--- config.mk ---
export PLATFORM = sky130hd
export DESIGN_NAME = feprd_top
export DESIGN_NICKNAME = d
export VERILOG_FILES = /design/src/design/feprd_pkg.sv /design/src/design/feprd_top.sv /design/src/design/feprd_desc.sv /design/src/design/feprd_man10.sv
export SDC_FILE = /design/constraint.sdc
export NUM_CORES = 1
export LEC_CHECK = 0
export ABC_AREA = 0
export BUFFER_PORTS_ARGS = -buffer_cell sky130_fd_sc_hd__buf_4
export CAP_MARGIN = 20
export CORE_UTILIZATION = 65
export CTS_BUF_LIST = sky130_fd_sc_hd__clkbuf_4 sky130_fd_sc_hd__clkbuf_8
export CTS_CLUSTER_DIAMETER = 60
export DETAILED_ROUTE_END_ITERATION = 12
export PLACE_DENSITY = 0.89
export SLEW_MARGIN = 5
export SYNTH_ARGS = -nofsm -noshare
export SYNTH_HDL_FRONTEND = slang
export SYNTH_SLANG_ARGS = --single-unit
--- constraint.sdc ---
create_clock -name SYS_CLK -period 7 [get_ports SYS_CLK]
set_input_delay 0.35 -clock SYS_CLK [delete_from_list [all_inputs] [get_ports SYS_CLK]]
set_output_delay 0.35 -clock SYS_CLK [all_outputs]
set_load 0.01 [all_outputs]
--- src/design/feprd_pkg.sv ---
package feprd_pkg;
  // ------------------------------------------------------------
  // Register map
  // ------------------------------------------------------------
  localparam logic [4:0] REG_CTRL = 5'h00;
  localparam logic [4:0] REG_STAT = 5'h01;
  localparam logic [4:0] REG_ADV = 5'h04;
  localparam logic [4:0] REG_LPA = 5'h05;
  localparam logic [4:0] REG_PWR = 5'h10;
  localparam int CTRL_SPD = 13;
  localparam int CTRL_AN = 12;
  localparam int CTRL_PD = 11;
  localparam int CTRL_FD = 8;
  localparam logic [15:0] CTRL_RST = 16'h3000;
  localparam logic [3:0] ADV_RST = 4'hF;
  localparam int PWR_PRE = 4;
  localparam logic [15:0] PWR_RST = 16'h0010;
  // ------------------------------------------------------------
  // Code groups and timing
  // ------------------------------------------------------------
  localparam logic [4:0] CG_J = 5'h18;
  localparam logic [4:0] CG_K = 5'h11;
  localparam logic [4:0] CG_T = 5'h0D;
  localparam logic [4:0] CG_R = 5'h07;
  localparam logic [4:0] CG_I = 5'h1F;
  localparam logic [3:0] PRE_NIB = 4'h5;
  localparam int CLK_NS = 10;
  localparam int HALF_BIT_NS = 50;
  localparam int HALF_BIT_CYC = (HALF_BIT_NS / CLK_NS < 1) ? 1 : HALF_BIT_NS / CLK_NS;
  localparam int DSC_LOCK_BITS = 30;
  // ------------------------------------------------------------
  // Types
  // ------------------------------------------------------------
  typedef struct packed {
    logic dv;
    logic er;
    logic [3:0] nib;
  } feprd_nib_t;
  typedef enum logic {ALN_HUNT, ALN_FRAME} feprd_aln_t;
  typedef enum logic [1:0] {AN_WAIT, AN_LINK, AN_FAIL} feprd_an_t;
  // ------------------------------------------------------------
  // Functions
  // ------------------------------------------------------------
  function automatic logic [4:0] feprd_dec5b(input logic [4:0] g);
    case (g)
      5'h1E: feprd_dec5b = 5'h10;
      5'h09: feprd_dec5b = 5'h11;
      5'h14: feprd_dec5b = 5'h12;
      5'h15: feprd_dec5b = 5'h13;
      5'h0A: feprd_dec5b = 5'h14;
      5'h0B: feprd_dec5b = 5'h15;
      5'h0E: feprd_dec5b = 5'h16;
      5'h0F: feprd_dec5b = 5'h17;
      5'h12: feprd_dec5b = 5'h18;
      5'h13: feprd_dec5b = 5'h19;
      5'h16: feprd_dec5b = 5'h1A;
      5'h17: feprd_dec5b = 5'h1B;
      5'h1A: feprd_dec5b = 5'h1C;
      5'h1B: feprd_dec5b = 5'h1D;
      5'h1C: feprd_dec5b = 5'h1E;
      5'h1D: feprd_dec5b = 5'h1F;
      default: feprd_dec5b = 5'h00;
    endcase
  endfunction
  // Abilities: bit0 10 half, bit1 10 full, bit2 100 half, bit3 100 full.
  function automatic logic [1:0] feprd_best(input logic [3:0] c);
    if (c[3]) feprd_best = 2'h3;
    else if (c[2]) feprd_best = 2'h2;
    else if (c[1]) feprd_best = 2'h1;
    else feprd_best = 2'h0;
  endfunction
endpackage

--- src/design/feprd_top.sv ---
`timescale 1ns/10ps
module feprd_top #(
  parameter int LOCK_BITS = feprd_pkg::DSC_LOCK_BITS
) (
  input wire logic SYS_CLK,
  input wire logic RST,
  input wire logic [4:0] ADDR,
  input wire logic [15:0] WR_DATA,
  input wire logic WR_STB,
  input wire logic RD_STB,
  output logic [15:0] RD_DATA,
  input wire logic RX_LCLK,
  input wire logic RX_LDATA,
  input wire logic SIG_DET,
  input wire logic NLP_SEEN,
  input wire logic MLT3_SEEN,
  input wire logic FLP_SEEN,
  input wire logic [3:0] LP_ABIL,
  input wire logic LP_VALID,
  input wire logic TX_EN,
  input wire logic [3:0] TXD,
  input wire logic TX_STB,
  output logic [3:0] RXD,
  output logic RX_DV,
  output logic RX_ER,
  output logic RX_STB,
  output logic COL,
  output logic CRS,
  output logic TX_LINE,
  output logic TX_TAKE,
  output logic FLP_EMIT,
  output logic LINK_UP,
  output logic AN_ACK
);
  // ------------------------------------------------------------
  // Pin synchronisers
  // ------------------------------------------------------------
  logic [5:0] s1_r, s2_r;
  logic lclk_d_r;
  always_ff @(posedge SYS_CLK) begin
    if (RST) begin
      s1_r <= 6'h00;
      s2_r <= 6'h00;
      lclk_d_r <= 1'b0;
    end else begin
      s1_r <= {RX_LCLK, RX_LDATA, SIG_DET, NLP_SEEN, MLT3_SEEN, FLP_SEEN};
      s2_r <= s1_r;
      lclk_d_r <= s2_r[5];
    end
  end
  wire lrise = s2_r[5] && !lclk_d_r;
  wire ldata = s2_r[4];
  wire sig = s2_r[3];
  wire nlp = s2_r[2];
  wire mlt3 = s2_r[1];
  wire flp = s2_r[0];
  wire any_sig = sig || nlp || mlt3 || flp;

  // ------------------------------------------------------------
  // Registers
  // ------------------------------------------------------------
  logic [15:0] ctrl_r, pwr_r;
  logic [3:0] adv_r, lpa_r;
  logic pr_r, link_r;
  logic [1:0] res_r;
  feprd_pkg::feprd_an_t an_r;
  feprd_pkg::feprd_aln_t aln_r;
  logic locked;
  wire wr_ctrl = WR_STB && (ADDR == feprd_pkg::REG_CTRL);
  wire wr_adv = WR_STB && (ADDR == feprd_pkg::REG_ADV);
  wire wr_pwr = WR_STB && (ADDR == feprd_pkg::REG_PWR);
  wire pd = ctrl_r[feprd_pkg::CTRL_PD];
  wire an_en = ctrl_r[feprd_pkg::CTRL_AN];
  wire pre_en = pwr_r[feprd_pkg::PWR_PRE];
  wire act = !pd && !pr_r;
  wire spd100 = an_en ? res_r[1] : ctrl_r[feprd_pkg::CTRL_SPD];
  wire full_dx = an_en ? res_r[0] : ctrl_r[feprd_pkg::CTRL_FD];
  wire en100 = act && spd100;
  wire en10 = act && !spd100;
  wire [15:0] stat = {9'h000, full_dx, spd100, an_r == feprd_pkg::AN_FAIL,
    an_r == feprd_pkg::AN_LINK, locked, pr_r, link_r};
  wire [15:0] rd_mux = (ADDR == feprd_pkg::REG_CTRL) ? ctrl_r :
    (ADDR == feprd_pkg::REG_STAT) ? stat :
    (ADDR == feprd_pkg::REG_ADV) ? {12'h000, adv_r} :
    (ADDR == feprd_pkg::REG_LPA) ? {12'h000, lpa_r} :
    (ADDR == feprd_pkg::REG_PWR) ? pwr_r : 16'h0000;
  // The management port runs regardless of power-down so software can wake the block.
  always_ff @(posedge SYS_CLK) begin
    if (RST) begin
      ctrl_r <= feprd_pkg::CTRL_RST;
      adv_r <= feprd_pkg::ADV_RST;
      pwr_r <= feprd_pkg::PWR_RST;
      RD_DATA <= 16'h0000;
    end else begin
      if (wr_ctrl) ctrl_r <= WR_DATA & 16'h3900;
      if (wr_adv) adv_r <= WR_DATA[3:0];
      if (wr_pwr) pwr_r <= WR_DATA & feprd_pkg::PWR_RST;
      RD_DATA <= RD_STB ? rd_mux : 16'h0000;
    end
  end

  // ------------------------------------------------------------
  // Power-reduced state
  // ------------------------------------------------------------
  always_ff @(posedge SYS_CLK) begin
    if (RST) begin
      pr_r <= 1'b0;
      FLP_EMIT <= 1'b0;
    end else begin
      pr_r <= !pd && pre_en && !any_sig;
      FLP_EMIT <= !pd && (pr_r || (an_en && an_r != feprd_pkg::AN_LINK));
    end
  end

  // ------------------------------------------------------------
  // Auto-negotiation and parallel detection
  // ------------------------------------------------------------
  wire [3:0] common = adv_r & LP_ABIL;
  always_ff @(posedge SYS_CLK) begin
    if (RST) begin
      an_r <= feprd_pkg::AN_WAIT;
      res_r <= 2'h0;
      lpa_r <= 4'h0;
      AN_ACK <= 1'b0;
    end else if (!an_en || !act || wr_ctrl) begin
      an_r <= feprd_pkg::AN_WAIT;
      AN_ACK <= 1'b0;
    end else begin
      case (an_r)
        feprd_pkg::AN_WAIT: begin
          if (LP_VALID) begin
            lpa_r <= LP_ABIL;
            AN_ACK <= 1'b1;
            if (common != 4'h0) begin
              res_r <= feprd_pkg::feprd_best(common);
              an_r <= feprd_pkg::AN_LINK;
            end else begin
              an_r <= feprd_pkg::AN_FAIL;
            end
          end else if (mlt3 && adv_r[2]) begin
            res_r <= 2'h2;
            an_r <= feprd_pkg::AN_LINK;
          end else if (nlp && adv_r[0]) begin
            res_r <= 2'h0;
            an_r <= feprd_pkg::AN_LINK;
          end
        end
        feprd_pkg::AN_LINK: begin
          if (!sig && !nlp && !mlt3) begin
            an_r <= feprd_pkg::AN_WAIT;
            AN_ACK <= 1'b0;
          end
        end
        feprd_pkg::AN_FAIL: begin
          if (LP_VALID) begin
            an_r <= feprd_pkg::AN_WAIT;
            AN_ACK <= 1'b0;
          end
        end
        default: an_r <= feprd_pkg::AN_WAIT;
      endcase
    end
  end

  // ------------------------------------------------------------
  // 100 Mb/s: NRZI to NRZ, deserialiser, descrambler
  // ------------------------------------------------------------
  logic nrzi_prev_r, wstb_r;
  logic [4:0] sh_r, word_r;
  logic [2:0] bcnt_r;
  logic [4:0] plain;
  logic plain_stb;
  wire nrz = ldata ^ nrzi_prev_r;
  always_ff @(posedge SYS_CLK) begin
    if (RST || !en100) begin
      nrzi_prev_r <= 1'b0;
      sh_r <= 5'h00;
      bcnt_r <= 3'h0;
      word_r <= 5'h00;
      wstb_r <= 1'b0;
    end else begin
      wstb_r <= 1'b0;
      if (lrise) begin
        nrzi_prev_r <= ldata;
        sh_r <= {sh_r[3:0], nrz};
        bcnt_r <= (bcnt_r == 3'h4) ? 3'h0 : bcnt_r + 3'h1;
        if (bcnt_r == 3'h4) begin
          word_r <= {sh_r[3:0], nrz};
          wstb_r <= 1'b1;
        end
      end
    end
  end
  feprd_desc #(.LOCK_BITS(LOCK_BITS)) u_desc (
    .clk(SYS_CLK),
    .rst(RST),
    .en(en100),
    .word_stb(wstb_r),
    .word(word_r),
    .plain(plain),
    .plain_stb(plain_stb),
    .locked(locked)
  );

  // ------------------------------------------------------------
  // 100 Mb/s: alignment and 4B5B decoding
  // ------------------------------------------------------------
  logic [9:0] hist_r;
  logic [2:0] off_r, jk_off;
  logic jk_hit;
  logic [4:0] pend_r;
  logic pend_v_r;
  logic [1:0] pre_cnt_r;
  feprd_pkg::feprd_nib_t e100_r;
  logic e100_stb_r;
  wire [14:0] h15 = {hist_r, plain};
  wire [4:0] grp = 5'(h15 >> off_r);
  wire [4:0] pdec = feprd_pkg::feprd_dec5b(pend_r);
  wire end_pair = pend_v_r && (pend_r == feprd_pkg::CG_T) && (grp == feprd_pkg::CG_R);
  always_comb begin
    jk_hit = 1'b0;
    jk_off = 3'h0;
    for (int o = 4; o >= 0; o--) begin
      if (h15[o +: 10] == {feprd_pkg::CG_J, feprd_pkg::CG_K}) begin
        jk_hit = 1'b1;
        jk_off = 3'(o);
      end
    end
  end
  // A frame that stops in idle without T/R is closed silently; idle never decodes.
  always_ff @(posedge SYS_CLK) begin
    if (RST || !en100) begin
      hist_r <= 10'h000;
      off_r <= 3'h0;
      aln_r <= feprd_pkg::ALN_HUNT;
      pend_r <= 5'h00;
      pend_v_r <= 1'b0;
      pre_cnt_r <= 2'h0;
      e100_r <= '0;
      e100_stb_r <= 1'b0;
    end else begin
      e100_stb_r <= 1'b0;
      if (pre_cnt_r != 2'h0) begin
        pre_cnt_r <= pre_cnt_r - 2'h1;
        e100_r <= '{dv: 1'b1, er: 1'b0, nib: feprd_pkg::PRE_NIB};
        e100_stb_r <= 1'b1;
      end
      if (plain_stb) begin
        hist_r <= h15[9:0];
        case (aln_r)
          feprd_pkg::ALN_HUNT: begin
            if (jk_hit) begin
              aln_r <= feprd_pkg::ALN_FRAME;
              off_r <= jk_off;
              pre_cnt_r <= 2'h2;
              pend_v_r <= 1'b0;
            end
          end
          feprd_pkg::ALN_FRAME: begin
            if (end_pair || grp == feprd_pkg::CG_I) begin
              aln_r <= feprd_pkg::ALN_HUNT;
              pend_v_r <= 1'b0;
              e100_r <= '0;
            end else begin
              pend_r <= grp;
              pend_v_r <= 1'b1;
              if (pend_v_r) begin
                e100_r <= '{dv: 1'b1, er: !pdec[4], nib: pdec[3:0]};
                e100_stb_r <= 1'b1;
              end
            end
          end
          default: aln_r <= feprd_pkg::ALN_HUNT;
        endcase
      end
    end
  end

  // ------------------------------------------------------------
  // 10 Mb/s Manchester path
  // ------------------------------------------------------------
  feprd_pkg::feprd_nib_t n10;
  logic n10_stb, tx10_take, tx10_line;
  feprd_man10 u_man10 (
    .clk(SYS_CLK),
    .rst(RST),
    .en(en10),
    .hb_stb(lrise),
    .hb_val(ldata),
    .rx_act(sig),
    .tx_en(TX_EN),
    .txd(TXD),
    .tx_stb(TX_STB),
    .rx_nib(n10),
    .rx_stb(n10_stb),
    .tx_take(tx10_take),
    .tx_line(tx10_line)
  );

  // ------------------------------------------------------------
  // MII side outputs, collision and carrier sense
  // ------------------------------------------------------------
  wire rx_act = spd100 ? (aln_r == feprd_pkg::ALN_FRAME) : sig;
  wire tx_act = TX_EN;
  feprd_pkg::feprd_nib_t nsel;
  assign nsel = spd100 ? e100_r : n10;
  wire nsel_stb = spd100 ? e100_stb_r : n10_stb;
  always_ff @(posedge SYS_CLK) begin
    if (RST || !act) begin
      RXD <= 4'h0;
      RX_DV <= 1'b0;
      RX_ER <= 1'b0;
      RX_STB <= 1'b0;
      COL <= 1'b0;
      CRS <= 1'b0;
      TX_LINE <= 1'b0;
      TX_TAKE <= 1'b0;
      LINK_UP <= 1'b0;
      link_r <= 1'b0;
    end else begin
      RX_STB <= nsel_stb;
      RX_DV <= rx_act && nsel.dv;
      RX_ER <= nsel_stb && nsel.er;
      if (nsel_stb) RXD <= nsel.nib;
      COL <= !full_dx && tx_act && rx_act;
      CRS <= rx_act || (!full_dx && tx_act);
      TX_LINE <= tx10_line;
      TX_TAKE <= tx10_take;
      link_r <= an_en ? (an_r == feprd_pkg::AN_LINK) : sig;
      LINK_UP <= an_en ? (an_r == feprd_pkg::AN_LINK) : sig;
    end
  end
endmodule // feprd_top

--- src/design/feprd_desc.sv ---
`timescale 1ns/10ps
module feprd_desc #(
  parameter int LOCK_BITS = feprd_pkg::DSC_LOCK_BITS
) (
  input wire logic clk,
  input wire logic rst,
  input wire logic en,
  input wire logic word_stb,
  input wire logic [4:0] word,
  output logic [4:0] plain,
  output logic plain_stb,
  output logic locked
);
  logic [10:0] lfsr_r, lfsr_nxt;
  logic [7:0] cnt_r, cnt_nxt;
  logic [4:0] pl_nxt;
  // Until locked, the line is assumed idle, so each scrambled bit inverted is the key.
  always_comb begin
    logic k;
    k = 1'b0;
    lfsr_nxt = lfsr_r;
    cnt_nxt = cnt_r;
    pl_nxt = 5'h00;
    for (int i = 4; i >= 0; i--) begin
      k = lfsr_nxt[10] ^ lfsr_nxt[8];
      pl_nxt[i] = word[i] ^ k;
      if (!locked) begin
        cnt_nxt = (~word[i] == k) ? cnt_nxt + 8'h01 : 8'h00;
        k = ~word[i];
      end
      lfsr_nxt = {lfsr_nxt[9:0], k};
    end
  end
  always_ff @(posedge clk) begin
    if (rst || !en) begin
      lfsr_r <= 11'h000;
      cnt_r <= 8'h00;
      plain <= 5'h00;
      plain_stb <= 1'b0;
      locked <= 1'b0;
    end else begin
      plain_stb <= word_stb && locked;
      if (word_stb) begin
        lfsr_r <= lfsr_nxt;
        cnt_r <= cnt_nxt;
        plain <= pl_nxt;
        if (cnt_nxt >= 8'(LOCK_BITS)) locked <= 1'b1;
      end
    end
  end
endmodule // feprd_desc

--- src/design/feprd_man10.sv ---
`timescale 1ns/10ps
module feprd_man10 (
  input wire logic clk,
  input wire logic rst,
  input wire logic en,
  input wire logic hb_stb,
  input wire logic hb_val,
  input wire logic rx_act,
  input wire logic tx_en,
  input wire logic [3:0] txd,
  input wire logic tx_stb,
  output feprd_pkg::feprd_nib_t rx_nib,
  output logic rx_stb,
  output logic tx_take,
  output logic tx_line
);
  logic first_v_r, first_r;
  logic [3:0] rsh_r;
  logic [1:0] rcnt_r;
  logic [3:0] tsh_r;
  logic [2:0] tleft_r;
  logic thalf_r;
  logic [7:0] div_r;
  wire tick = (div_r == 8'(feprd_pkg::HALF_BIT_CYC - 1));
  wire pair_ok = first_v_r && (first_r != hb_val);
  wire take = en && tx_en && tx_stb && (tleft_r == 3'h0);
  // Receive: a bit is a half-bit pair; a 1 goes low then high.
  always_ff @(posedge clk) begin
    if (rst || !en || !rx_act) begin
      first_v_r <= 1'b0;
      first_r <= 1'b0;
      rsh_r <= 4'h0;
      rcnt_r <= 2'h0;
      rx_stb <= 1'b0;
      rx_nib <= '0;
    end else begin
      rx_stb <= 1'b0;
      rx_nib.dv <= 1'b1;
      if (hb_stb) begin
        if (!first_v_r || !pair_ok) begin
          first_v_r <= 1'b1; // A violation slips by one half-bit to realign.
          first_r <= hb_val;
        end else begin
          first_v_r <= 1'b0;
          rsh_r <= {hb_val, rsh_r[3:1]};
          rcnt_r <= rcnt_r + 2'h1;
          if (rcnt_r == 2'h3) begin
            rx_stb <= 1'b1;
            rx_nib <= '{dv: 1'b1, er: 1'b0, nib: {hb_val, rsh_r[3:1]}};
          end
        end
      end
    end
  end
  // Transmit: nibble bits leave LSB first, two half-bits each.
  always_ff @(posedge clk) begin
    if (rst || !en) begin
      tsh_r <= 4'h0;
      tleft_r <= 3'h0;
      thalf_r <= 1'b0;
      div_r <= 8'h00;
      tx_take <= 1'b0;
      tx_line <= 1'b0;
    end else begin
      tx_take <= take;
      div_r <= tick ? 8'h00 : div_r + 8'h01;
      if (take) begin
        tsh_r <= txd;
        tleft_r <= 3'h4;
        thalf_r <= 1'b0;
      end else if (tick && tleft_r != 3'h0) begin
        tx_line <= thalf_r ? tsh_r[0] : ~tsh_r[0];
        thalf_r <= ~thalf_r;
        if (thalf_r) begin
          tsh_r <= {1'b0, tsh_r[3:1]};
          tleft_r <= tleft_r - 3'h1;
        end
      end else if (tleft_r == 3'h0 && !tx_en) begin
        tx_line <= 1'b0;
      end
    end
  end
endmodule // feprd_man10

# == Word level (Yosys, flattened, before mapping) ==
# Memory sizes are Yosys's and may differ from the RTL's. A register that Yosys moved wholly into a read port is not among the register bits.
# Cells that the tools add are included.
# op_classes
eq_ne,30
bitwise,26
n_reduce_logical,92
n_addsub,10
n_shift,1
magnitude_cmp,1
muxes,91
# ops
operator,count
$mux W8,10
$eq A10 B10 Y1 const B,5
$add A8 B1 Y8 const B,6
$mux W6,8
$mux W1,33
$mux W2,16
$logic_and A1 B1 Y1,28
$mux W3,9
$mux W5,5
$logic_not A1 Y1,17
$mux W4,4
$reduce_and A2 Y1,8
$eq A5 B3 Y1 const B,3
$reduce_and A3 Y1,5
$shr A15 B3 Y5,1
$mux W14,1
$not A1 Y1,14
$logic_or A1 B1 Y1,13
$xor A1 B1 Y1,11
$eq A5 B5 Y1 const B,2
$reduce_or A2 Y1,5
$reduce_bool A3 Y1,3
$eq A8 B3 Y1 const B,1
$ge A8 B5 Y1 const B,1
other kinds (27),42
# word_totals
register_bits,162
output_inout_bits,30
romBits,160
in_bits,42
elab_cells,310
mem_count,1
# mem_list
memory,depth,width,read_ports,rd_ports_with_merged_regs,write_ports,line_no,text
(name not given),32,5,1,1,0,feprd_pkg.sv:45,case (g)

# == Logic depth before layout (Yosys ltp) ==
# Gate-level depths: netlist of run 1.
# logic_depth
ltp_word,18
ltp_mapped,21
ltp_nobuf,20

# == Cells and area by module ==
# Synthesis of run 1 repeated with hierarchy kept, for this count alone.
# hier_totals
hier_cells,937
area_unflattened_um2,8503.2
# modules_own_cells
mod,cells_each,instances,area_per_inst_um2,seq_area_each_um2
feprd_top,490,1,4625.7,2062.0
feprd_desc,310,1,2570.0,520.5
feprd_man10,137,1,1307.5,620.6

# == Worst setup path after synthesis of run 1 ==
# OpenSTA, ideal clock, no wires.
# synth_path
path_kind,register -> register
start,register u_desc.lfsr_r[10]
end,register u_desc.cnt_r[7]
setup_slack_ns,3.058
path_stages_with_launch,20
setup_ns,0.070
arrival_time_ns,3.872
cell_sequence,dfxtp_1 xnor3_2 nor2_1 inv_1 o21ai_0 ha_1 nand2_1 nand2_1 ha_1 a2111oi_0 a221oi_1 o22ai_1 and2_1 a21oi_1 nor4b_2 nand4_1 a311oi_2 xor2_1 nand3_1 a21oi_1
# synth_between
elab_chain_cells,16
# synth_rtl
item,line_no,text
"start, declared",feprd_desc.sv:14,"logic [10:0] lfsr_r, lfsr_nxt;"
"start signal, assigned",feprd_desc.sv:44,lfsr_r <= lfsr_nxt;
$xor A1 B1 Y1 *,feprd_desc.sv:25,k = lfsr_nxt[10] ^ lfsr_nxt[8];
$eq A1 B1 Y1 *,feprd_desc.sv:28,cnt_nxt = (~word[i] == k) ? cnt_nxt + 8'h01 : 8'h00;
$mux W8 *,feprd_desc.sv:28,
$mux W8 *,feprd_desc.sv:27,if (!locked) begin
$add A8 B1 Y8,feprd_desc.sv:28,
$mux W8,feprd_desc.sv:28,
$mux W8 *,feprd_desc.sv:27,
$add A8 B1 Y8,feprd_desc.sv:28,
$mux W8,feprd_desc.sv:28,
$mux W8 *,feprd_desc.sv:27,
$add A8 B1 Y8,feprd_desc.sv:28,
$mux W8,feprd_desc.sv:28,
$mux W8 *,feprd_desc.sv:27,
$add A8 B1 Y8,feprd_desc.sv:28,
$mux W8,feprd_desc.sv:28,
$mux W8 *,feprd_desc.sv:27,
"end signal, assigned",feprd_desc.sv:45,cnt_r <= cnt_nxt;
"end, declared",feprd_desc.sv:15,"logic [7:0] cnt_r, cnt_nxt;"
# Mark *: on every way between the ends. The rest lies on a longest branch, timed or not.
# A chain may end at the register's enable or synchronous reset.

# == Worst setup path after layout of run 1 ==
# Ends and elaborated chain as after synthesis.

==> results of run 1 <==
-- cells in the final DEF (no fill, tap or decap), types with 4 or more instances in the layout --
| master | instances |
|---|---|
| o31ai_1 | 7 |
| xnor2_1 | 26 |
| nor4_1 | 6 |
| xor2_1 | 20 |
| a21oi_1 | 62 |
| inv_1 | 23 |
| or3_1 | 7 |
| a211o_1 | 5 |
| mux4_2 | 4 |
| ha_1 | 19 |
| nand4b_1 | 7 |
| a22oi_1 | 8 |
| and3_1 | 12 |
| nor2_1 | 128 |
| clkbuf_8 | 20 |
| nand3b_1 | 6 |
| nor2b_1 | 25 |
| mux2_2 | 9 |
| buf_4 | 65 |
| nand2b_1 | 10 |
| conb_1 | 5 |
| nor3b_1 | 5 |
| dfxtp_1 | 160 |
| nand4_1 | 8 |
| a31oi_1 | 7 |
| o21ai_0 | 24 |
| mux2i_1 | 50 |
| nor3_1 | 25 |
| nand3_1 | 42 |
| nand2_1 | 98 |
| a211oi_1 | 15 |
| and2_1 | 9 |
-- power breakdown --
group | internal (µW) | switching, µW | total [µW]
combinational | 41.1 | 58.3 | 99.3
sequential | 923 | 10.5 | 934
clock | 316 | 337 | 652
total | 1280 | 405 | 1690
-- path summary, 6_finish.rpt --
| check | start | endpoint | slack [ps] |
|---|---|---|---|
| setup / recovery | u_desc.lfsr_r[10] | u_desc.cnt_r[7] | 2290 |
| hold / removal | WR_DATA[3] | adv_r[3] | 100 |
| setup reg to reg | u_desc.lfsr_r[10] | u_desc.cnt_r[7] | 2290 |
| hold reg to reg | s1_r[3] | s2_r[3] | 440 |
-- routing by layer --
| metal | global-route usage | wire (µm) | vias to the layer above |
|---|---|---|---|
| met5 | 0 | 0 | - |
| met4 | 0.101 | 357 | 0 |
| met3 | 0.0606 | 1140 | 39 |
| met2 | 0.490 | 8650 | 252 |
| met1 | 0.374 | 7960 | 3195 |
| li1 | - | - | 3383 |
-- cell families after synthesis --
logic type,synth area share
DFF,0.396
xor gates and xnor gates,0.0626
and+or+nand+nor,0.245
muxes,0.0855
buffers and inverters,0.0442
AOI/OAI and AO/OA,0.137
other,0.000464
adders and majority gates,0.0294
-- flip-flops by register name (all words and copies together), names as in the netlist, 6 cells and up --
signal and cells:
RD_DATA 11, e100_r 6, hist_r 9, s1_r 6, s2_r 6, u_desc.cnt_r 8, u_desc.lfsr_r 11, u_man10.div_r 8
-- worst register-to-register path: cells and delay by family (launching register included) --
kind,cells,cell delay (ps)
AOI/OAI and AO/OA,7,1520
and+or+nand+nor,5,1170
xor gates and xnor gates,2,780
adders and majority gates,1,490
DFF,1,400
buffers and inverters,2,260
-- metrics by stage --
step	setup slack (ps)	utilization	hold slack, ps
finish	2290	0.741	98.9
global route	2040	0.741	82.5
global placement	2470	0.709	412
detailed placement	2440	0.709	414
floorplan	3060	-	406
CTS	2370	0.741	82.9
-- area by class of cell --
type                       count  area, µm²
clock inverter                11        106
tap                          168        210
multi-input combinational    711       4550
inverter                      26       97.6
sequential                   160       3200
clock buffer                  21        283
fill                         909       3130
timing repair buffer          65        488
==> impl_metrics.py, run 1 <==
metrics = {
    "run_status": {
        "outcome": "finished, final reports clean",
    },
    "synthesis": {
        "synth_cells": 942,
        "ys_ff_latch": 160,
        "synth_edf_count": 0,
        "synthDistinctLibCells": 83,
        "yosysTopAreaCell": "dfxtp_1",
        "yosysWarnings": 0,
        "synth_most_common_cell": "dfxtp_1",
        "synth-async-reset-ratio": 0,
        "synth_commonest_cells": "dfxtp_1, nor2_1, nand2_1",
        "syn_avg_cell_area_um2": 8.59,
        "netlist_area_um2": 8090,
        "ys_seq_area_frac": 0.396,
        "synth_area_leaders": "dfxtp_1, mux2i_1, nor2_1",
        "synth_top_area_share": 0.396,
        "synth_ff_type": "dfxtp_1",
    },
    "critical_path": {
        "required_ps": 7380,
        "cp_data_arrival_time_ps": 5090,
        "rr_worst_depth": 17,
        "crit_type": "reg2reg",
        "cp.depth": 17,
        "path_cells": "xnor3_2 -> nor2_1 -> inv_1 -> o21ai_0 -> ha_1 -> inv_1 -> a2111oi_0 -> a221oi_1 -> o22ai_1 -> and2_1 -> a21oi_1 -> nor4b_2 -> nand4_1 -> a311oi_2 -> xor2_1 -> nand3_1 -> a21oi_1",
        "cpPeakStageDelay_ps": 560,
        "critPathTopFamily": "compound AO/OA/AOI/OAI gates",
        "path_max_fanout": 13,
        "end_kind": "flip-flop",
        "start_kind": "flip-flop",
        "path_buf_inv": 2,
        "cp_slowest_cell": "xnor3_2",
    },
    "sta": {
        "period_needed_ps": 4710,
        "max_freq_mhz": 212,
        "slew_headroom": 0.380,
        "timing.setup.tns_ps": 0,
        "finalHoldViolCount": 0,
        "rsz0062_at_grt": "no",
        "tightestPinTransition_ps": 929,
        "clock_skew_ps": 8.71,
        "final_max_slew_viol_count": 0,
        "layout_worst_path_cycle_share": 0.673,
        "setup_viol": 0,
    },
    "place": {
        "place_hpwl_um": 12600,
        "place_area_um2": 8550,
        "numPortBuffers": 59,
        "dp.cells": 1130,
        "place_congestion": 0.853,
    },
    "floorplan": {
        "core-area_um2": 12100,
        "io_pins": 72,
        "die_area_um2": 12900,
        "rows": 40,
        "dieWidth_um": 114,
        "fp.dieH_um": 114,
        "floorplan.initialDensity": 0.671,
    },
    "power_and_ir_drop": {
        "leakage_uw": 0.00320,
        "irDropWorstVdd_mv": 0.137,
        "total_power_uw": 1690,
        "powerDensity_nw_per_um2": 189,
    },
    "cells_and_area": {
        "stdcell_area_um2": 8930,
        "layout.cells.non_filler": 1162,
        "n_antenna_cell": 0,
        "final_layout_size_suffix_gt1_frac": 0.136,
        "area_growth_pct": 10.4,
        "nets": 1042,
    },
    "routing": {
        "ant_nets": 0,
        "wl_per_cell_um": 15.6,
        "route.detailed.drc": 0,
        "vias": 6869,
        "routed_via_density": 5.91,
        "finalWirelength_um": 18100,
        "firstDrtPassIters": 6,
        "drt-initial-drc-count": 694,
    },
    "clock_network": {
        "cts.htree.levels": 4,
        "cts_buffer_depth": 2,
        "cts_resized": 0,
        "hold_buffers": 0,
        "path_clk_slew_ps": 80,
        "cts_buffers": 17,
        "cts_setup_buffers": 0,
        "cts_tree": "yes",
        "clock_latency_ps": 450,
        "clock_sinks": 160,
        "cts-root-buf": "clkbuf_8",
    },
    "min_path": {
        "holdPathStages": 2,
        "hold_class": "in2reg",
    },
    "grt": {
        "antenna_found_initial": 0,
        "grt_first_pass_wirelength_um": 30200,
        "globalRouteTotalUtil": 0.292,
        "grt_overflow": 0,
        "first_global_vias": 6496,
        "grt_max_degree": 65,
    },
    "job": {
        "drv_cap": 0,
    },
}
Note: power is estimated with default switching activity, not from simulation.
==> run 2, diff against run 1 <==
--- a/config.mk
+++ b/config.mk
@@ -5,14 +5,14 @@
 export SDC_FILE = /design/constraint.sdc
 export NUM_CORES = 1
 export LEC_CHECK = 0
-export ABC_AREA = 0
+export ABC_AREA = 1
 export BUFFER_PORTS_ARGS = -buffer_cell sky130_fd_sc_hd__buf_4
 export CAP_MARGIN = 20
-export CORE_UTILIZATION = 65
+export CORE_UTILIZATION = 62
 export CTS_BUF_LIST = sky130_fd_sc_hd__clkbuf_4 sky130_fd_sc_hd__clkbuf_8
 export CTS_CLUSTER_DIAMETER = 60
 export DETAILED_ROUTE_END_ITERATION = 12
-export PLACE_DENSITY = 0.89
+export PLACE_DENSITY = 0.86
 export SLEW_MARGIN = 5
 export SYNTH_ARGS = -nofsm -noshare
 export SYNTH_HDL_FRONTEND = slang
==> constraint.sdc (replaced) <==
create_clock -name SYS_CLK -period 4.7 [get_ports SYS_CLK]
set_input_delay 0.235 -clock SYS_CLK [delete_from_list [all_inputs] [get_ports SYS_CLK]]
set_output_delay 0.235 -clock SYS_CLK [all_outputs]
set_load 0.01 [all_outputs]
==> run 2 against run 1 <==
Effect of this change:
- critical path depth grew 9
- total power is 54% higher
- register-to-register slack worse by 1400 ps
- die area increased by 5.6%
- highest routed layer unchanged
- hold slack got worse by 52 ps
- first-iteration DRC count is 0.58% lower
- global-route usage decreased by 0.88 points
- wire length increased by 2.9%
==> impl_metrics.py, run 2 <==
metrics = {
    "critical_path": {
        "startpoint": "u_desc.lfsr_r[8]",
        "crit_type": "reg2reg",
        "r2r-start": "u_desc.lfsr_r[8]",
        "cp_data_arrival_time_ps": 4120,
        "path_max_fanout": 13,
        "end_kind": "flip-flop",
        "start_kind": "flip-flop",
        "required_ps": 5050,
    },
    "synthesis": {
        "synth_area_leaders": "dfxtp_1, nand2_1, inv_1",
        "netlist_area_um2": 8160,
        "yosysTopAreaCell": "dfxtp_1",
        "ys_ff_latch": 160,
        "yosysWarnings": 0,
        "synthDistinctLibCells": 51,
        "synth_commonest_cells": "nand2_1, inv_1, dfxtp_1",
        "synth_ff_type": "dfxtp_1",
        "synth_most_common_cell": "nand2_1",
        "ys_seq_area_frac": 0.393,
        "synth-async-reset-ratio": 0,
        "syn_avg_cell_area_um2": 6.84,
        "synth_cells": 1193,
        "synth_top_area_share": 0.393,
        "synth_edf_count": 0,
    },
    "clock_network": {
        "cts_setup_buffers": 0,
        "cts.htree.levels": 4,
        "cts-root-buf": "clkbuf_8",
        "clock_latency_ps": 450,
        "clock_sinks": 160,
        "cts_buffers": 17,
        "cts_tree": "yes",
        "path_clk_slew_ps": 80,
        "hold_buffers": 13,
        "cts_buffer_depth": 2,
        "cts_resized": 0,
    },
    "routing": {
        "vias": 7702,
        "ant_nets": 0,
        "finalWirelength_um": 18600,
        "drt-initial-drc-count": 690,
        "routed_via_density": 5.34,
        "route.detailed.drc": 0,
        "firstDrtPassIters": 7,
        "wl_per_cell_um": 12.9,
    },
    "cells_and_area": {
        "fillerInstances": 1023,
        "reg_top3": "RD_DATA: 11 flops, u_desc.lfsr_r: 11 flops, hist_r: 9 flops",
        "mostFrequentLayoutCell": "nand2_1",
        "nets": 1320,
        "mostFrequentLayoutCells": "nand2_1, inv_1, dfxtp_1, nor2_1, a21oi_1",
        "final_layout_size_suffix_gt1_frac": 0.136,
        "n_antenna_cell": 0,
        "regArea_um2": 3200,
        "multi_input_area_um2": 4080,
        "area_growth_pct": 12.9,
    },
    "power_and_ir_drop": {
        "leakage_uw": 0.00403,
        "powerDensity_nw_per_um2": 282,
        "total_power_uw": 2600,
        "irDropWorstVdd_mv": 0.202,
    },
    "sta": {
        "final_max_slew_viol_count": 0,
        "period_needed_ps": 3770,
        "layout_worst_path_cycle_share": 0.801,
        "setup_viol": 0,
        "timing.final.ws_setup_ps": 935,
        "timing.setup.tns_ps": 0,
        "finalHoldViolCount": 0,
        "slew_headroom": 0.340,
        "max_freq_mhz": 266,
        "tightestPinTransition_ps": 982,
        "clock_skew_ps": 7.33,
        "rsz0062_at_grt": "no",
    },
    "grt": {
        "antenna_found_initial": 0,
        "grt_first_pass_wirelength_um": 30300,
        "grt_overflow": 0,
        "first_global_vias": 6756,
        "globalRouteTotalUtil": 0.284,
        "grt_max_degree": 36,
    },
    "floorplan": {
        "fp.dieH_um": 117,
        "rows": 41,
        "io_pins": 72,
        "die_area_um2": 13600,
        "floorplan.initialDensity": 0.641,
        "dieWidth_um": 117,
        "core-area_um2": 12700,
    },
    "place": {
        "numPortBuffers": 59,
        "place_congestion": 0.923,
        "pre_cts_ws_ps": 970,
        "place_hpwl_um": 13200,
    },
    "job": {
        "drv_cap": 0,
    },
    "run_status": {
        "outcome": "finished, final reports clean",
    },
    "min_path": {
        "hold_class": "in2reg",
        "hp-start": "WR_DATA[4]",
    },
}
## run 2: cell count changes after synthesis, sizes merged, moves of 11 or more
cell    delta
nand2    +175
inv      +159
o21ai     +55
mux2i     -50
a21oi     +36
nor2      +32
nand3     +31
nor2b     -25
xnor2     -24
xor2      -16
nor3      -13
a211oi    -12
and3      -12
nand2b    -11
## run 2: layer usage
layer	track usage	up-vias	share of wire
li1	-	3952	-
met1	0.376	3460	0.46
met2	0.464	263	0.46
met3	0.0566	27	0.064
met4	0.0911	0	0.016
met5	0	-	0
## run 2: where the power goes
group / total (µW) / switching [µW] / internal [µW]
Clock: 1020 / 464 / 553
Sequential: 1400 / 14.9 / 1380
Combinational: 182 / 113 / 69.2
## run 2: critical path: stages (launching register included)
cell      delay (ps)
dfxtp_1          430
nand2_1          130
nand3_2          140
nand3_4          180
o211ai_1         140
inv_1             70
ha_1             300
o211ai_1         160
inv_1             60
ha_1             310
o211ai_1         170
inv_1             60
ha_1             270
o211ai_1          80
inv_1             90
ha_1             140
nand2_1           70
nor2_1           160
nand2_1          100
nor2_1           110
nand2_1           70
nor2_1           120
nor2_2            60
nor2_1           110
nand2_1           60
nand2_1           50
nand2_1           40
## run 2: cells by family after synthesis
group,after synthesis,synth area share
buf+inv,219,0.109
flops,160,0.393
simple gates,561,0.306
other cells,1,0.000460
xor+xnor,8,0.00859
compound gates,225,0.154
fa+ha+maj,19,0.0291
## run 2: stage by stage
| step | utilization | cells | hold slack [ps] | cell area [µm²] |
|---|---|---|---|---|
| 2_1_floorplan | - | 1197 | 318 | 8170 |
| 3_3_place_gp | 0.682 | 1399 | 392 | 8680 |
| 3_5_place_dp | 0.682 | 1399 | 399 | 8680 |
| 4_1_cts | 0.724 | 1442 | 30.3 | 9210 |
| 5_1_grt | 0.724 | 1442 | 50.1 | 9210 |
| 6_report | 0.724 | 1442 | 46.9 | 9210 |
## run 2: final timing paths
| check | end | slack, ps | depth (start not counted) |
|---|---|---|---|
| setup reg to reg | u_desc.locked | 930 | 26 |
| hold / removal | pwr_r[4] | 50 | 3 |
| hold reg to reg | TX_TAKE | 410 | 2 |
| setup / recovery | u_desc.locked | 930 | 26 |
## run 2: cell type report
cell class,instances,share of cell area
tap,172,0.0234
timing repair buffer,76,0.0655
inverter,186,0.0761
clock inverter,5,0.00842
clock buffer,25,0.0353
multi-input combinational,818,0.443
sequential,160,0.348
==> run 3, diff against run 2 <==
--- a/config.mk
+++ b/config.mk
@@ -5,7 +5,7 @@
 export SDC_FILE = /design/constraint.sdc
 export NUM_CORES = 1
 export LEC_CHECK = 0
-export ABC_AREA = 1
+export ABC_AREA = 0
 export BUFFER_PORTS_ARGS = -buffer_cell sky130_fd_sc_hd__buf_4
 export CAP_MARGIN = 20
 export CORE_UTILIZATION = 62
==> constraint.sdc (replaced) <==
create_clock -name SYS_CLK -period 3.8 [get_ports SYS_CLK]
set_input_delay 0.19 -clock SYS_CLK [delete_from_list [all_inputs] [get_ports SYS_CLK]]
set_output_delay 0.19 -clock SYS_CLK [all_outputs]
set_load 0.01 [all_outputs]
==> run 3 against run 2 <==
Effect of this change:
- the flow now finishes with violations (setup timing)
- cell area up 2.7%
- critical path depth down 7
- total power up 19%
- combinational power up 8%
- die area down 0.81%
- highest routed layer unchanged
- utilization up 2.3 points
- largest power group unchanged
- worst setup slack worse by 1000 ps
- clock power up 15%
==> impl_metrics.py, run 3 (synthesis gave the netlist of run 1 again) <==
metrics = {
    "run_status": {
        "outcome": "finished with violations",
        "violations": "setup timing",
    },
    "place": {
        "place_hpwl_um": 13000,
        "place_area_um2": 8830,
        "numPortBuffers": 59,
        "place_congestion": 0.932,
    },
    "critical_path": {
        "path_max_fanout": 6,
        "start_kind": "flip-flop",
        "r2r-start": "u_desc.lfsr_r[10]",
        "path_buf_inv": 2,
        "endpoint": "u_desc.locked",
        "cp.depth": 19,
        "r2r_end": "u_desc.locked",
        "reg2reg_slack_ps": -100,
        "path_cells": "xnor3_2 -> nor2_4 -> nand2_1 -> nand2_1 -> ha_1 -> nand2_2 -> nand2_2 -> ha_4 -> inv_2 -> buf_4 -> nor2_1 -> o2111ai_2 -> nor3_1 -> xor2_1 -> nor4_1 -> mux2i_1 -> xor2_1 -> nand2_1 -> a31oi_1",
        "rr_worst_depth": 19,
        "cp_data_arrival_time_ps": 4280,
        "critPathTopFamily": "simple AND/OR/NAND/NOR gates",
        "cp_slowest_cell": "xnor3_2",
        "crit_type": "reg2reg",
        "end_kind": "flip-flop",
        "startpoint": "u_desc.lfsr_r[10]",
        "cpPeakStageDelay_ps": 440,
        "required_ps": 4180,
        "crit_top_cell": "nand2_1",
    },
    "clock_network": {
        "cts.htree.levels": 4,
        "path_clk_slew_ps": 90,
        "cts_buffers": 17,
        "cts_tree": "yes",
        "cts-root-buf": "clkbuf_8",
        "clock_latency_ps": 470,
        "cts_buffer_depth": 2,
        "clock_sinks": 160,
    },
    "power_and_ir_drop": {
        "seq_power_share": 0.557,
        "p_comb_frac": 0.064,
        "swShare": 0.259,
        "irDropWorstVdd_mv": 0.337,
        "p_sw_uw": 800,
        "powerDensity_nw_per_um2": 326,
        "pwr-share-clk": 0.379,
        "intPower_uw": 2290,
        "leakage_uw": 0.00348,
    },
    "grt": {
        "globalRouteTotalUtil": 0.293,
        "antenna_found_initial": 0,
        "grt_overflow": 0,
        "first_global_vias": 6499,
        "grt_max_degree": 50,
        "grt_first_pass_wirelength_um": 30800,
    },
    "cells_and_area": {
        "fillerInstances": 893,
        "fin_util": 0.747,
        "area_growth_pct": 17.0,
        "final_layout_size_suffix_gt1_frac": 0.183,
        "mostFrequentLayoutCells": "dfxtp_1, nor2_1, buf_4, nand2_1, a21oi_1",
        "mostFrequentLayoutCell": "dfxtp_1",
        "stdcell_area_um2": 9460,
        "nets": 1094,
        "reg_top3": "RD_DATA: 11 flops, u_desc.lfsr_r: 11 flops, hist_r: 9 flops",
        "n_antenna_cell": 0,
    },
    "routing": {
        "route.detailed.drc": 0,
        "ant_nets": 0,
        "drt-initial-drc-count": 562,
        "firstDrtPassIters": 5,
        "vias": 7110,
        "routed_via_density": 5.84,
        "finalWirelength_um": 19400,
        "wl_per_cell_um": 15.9,
    },
    "sta": {
        "max_freq_mhz": 257,
        "finalHoldViolCount": 0,
        "final_max_slew_viol_count": 0,
        "clock_skew_ps": 23.6,
        "tightestPinTransition_ps": 836,
        "slew_headroom": 0.442,
        "timing.final.ws_setup_ps": -96.0,
        "rsz0062_at_grt": "yes",
        "period_needed_ps": 3900,
        "layout_worst_path_cycle_share": 1.03,
        "setup_viol": 2,
    },
    "floorplan": {
        "io_pins": 72,
        "floorplan.initialDensity": 0.638,
        "rows": 41,
        "fp.dieH_um": 116,
        "die_area_um2": 13500,
        "dieWidth_um": 116,
        "core-area_um2": 12700,
    },
    "min_path": {
        "hold_class": "in2reg",
    },
    "job": {
        "drv_cap": 0,
    },
}
[run 3: cell types whose count changed in the layout (fill, tap and decap cells not counted), sizes merged, moves of 24 or more]
cell / previous run / this run
buf: 63 / 100
nor2: 160 / 128
nand3: 73 / 42
nor2b: 0 / 25
a21oi: 99 / 63
nand2: 274 / 99
o21ai: 81 / 26
xnor2: 2 / 26
mux2i: 0 / 50
inv: 182 / 28
[run 3: what timing repair did]
action                                  CTS  global route
setup buffers                             0             1
pin swaps                                 0            13
endpoints found under the hold margin    16             1
gates cloned                              0             0
gates resized for setup                   3            17
hold buffers                             16             1
endpoints found under the setup margin    3             5
[run 3: worst reg2reg max path: stages (launching register included)]
cell and delay, ps:
dfxtp_4 350, xnor3_2 440, nor2_4 50, nand2_1 70
nand2_1 50, ha_1 310, nand2_2 70, nand2_2 90
ha_4 170, inv_2 50, buf_4 130, nor2_1 190
o2111ai_2 210, nor3_1 250, xor2_1 180, nor4_1 440
mux2i_1 330, xor2_1 220, nand2_1 70, a31oi_1 150
[run 3: power groups by stage]
| stage | Clock, µW | Combinational (µW) | Sequential, µW |
|---|---|---|---|
| 2_1_floorplan | 0 | 112 | 1750 |
| 3_3_place_gp | 0 | 172 | 1760 |
| 3_5_place_dp | 0 | 176 | 1760 |
| 4_1_cts | 1160 | 191 | 1720 |
| 5_1_grt | 1250 | 217 | 1720 |
| 6_report | 1170 | 197 | 1720 |
[run 3: layout make-up]
| class | count | area, µm² | share of cell area |
|---|---|---|---|
| clock inverters | 13 | 104 | 0.0110 |
| multi-input cells | 711 | 4660 | 0.492 |
| clock buffers | 19 | 262 | 0.0276 |
| repair buffers | 117 | 921 | 0.0973 |
| inverters | 26 | 97.6 | 0.0103 |
| flip-flops and latches | 160 | 3210 | 0.339 |
| well taps | 172 | 215 | 0.0227 |
[run 3: routing by layer]
layer  wire (µm)  vias to the layer above  global-route usage
met2        9560                      254               0.506
li1            -                     3478                   -
met1        8240                     3333               0.355
met4         521                        0               0.116
met5           0                        -                   0
met3        1100                       45              0.0612
[run 3: stage by stage]
step	worst slack (ps)	power (µW)	TNS, ps	cells	hold WS, ps
finish	-96.0	3090	-189	1218	16.9
global route	-307	3190	-640	1218	6.71
CTS	30.4	3070	0	1216	1.70
detailed placement	-43.2	1930	-58.6	1168	398
global placement	76.2	1930	0	1168	392
floorplan	8.78	1870	0	946	308
[run 3: how the worst min path moves through the flow]
stage	start	to	slack [ps]	cells after the start
final	LP_ABIL[1]	lpa_r[1]	20	3
after floorplan	WR_DATA[0]	adv_r[0]	310	1
after global routing	LP_ABIL[1]	lpa_r[1]	7	3
after global placement	WR_DATA[0]	adv_r[0]	390	2
after detailed placement	WR_DATA[1]	adv_r[1]	400	2
after CTS	WR_DATA[11]	ctrl_r[11]	2	3
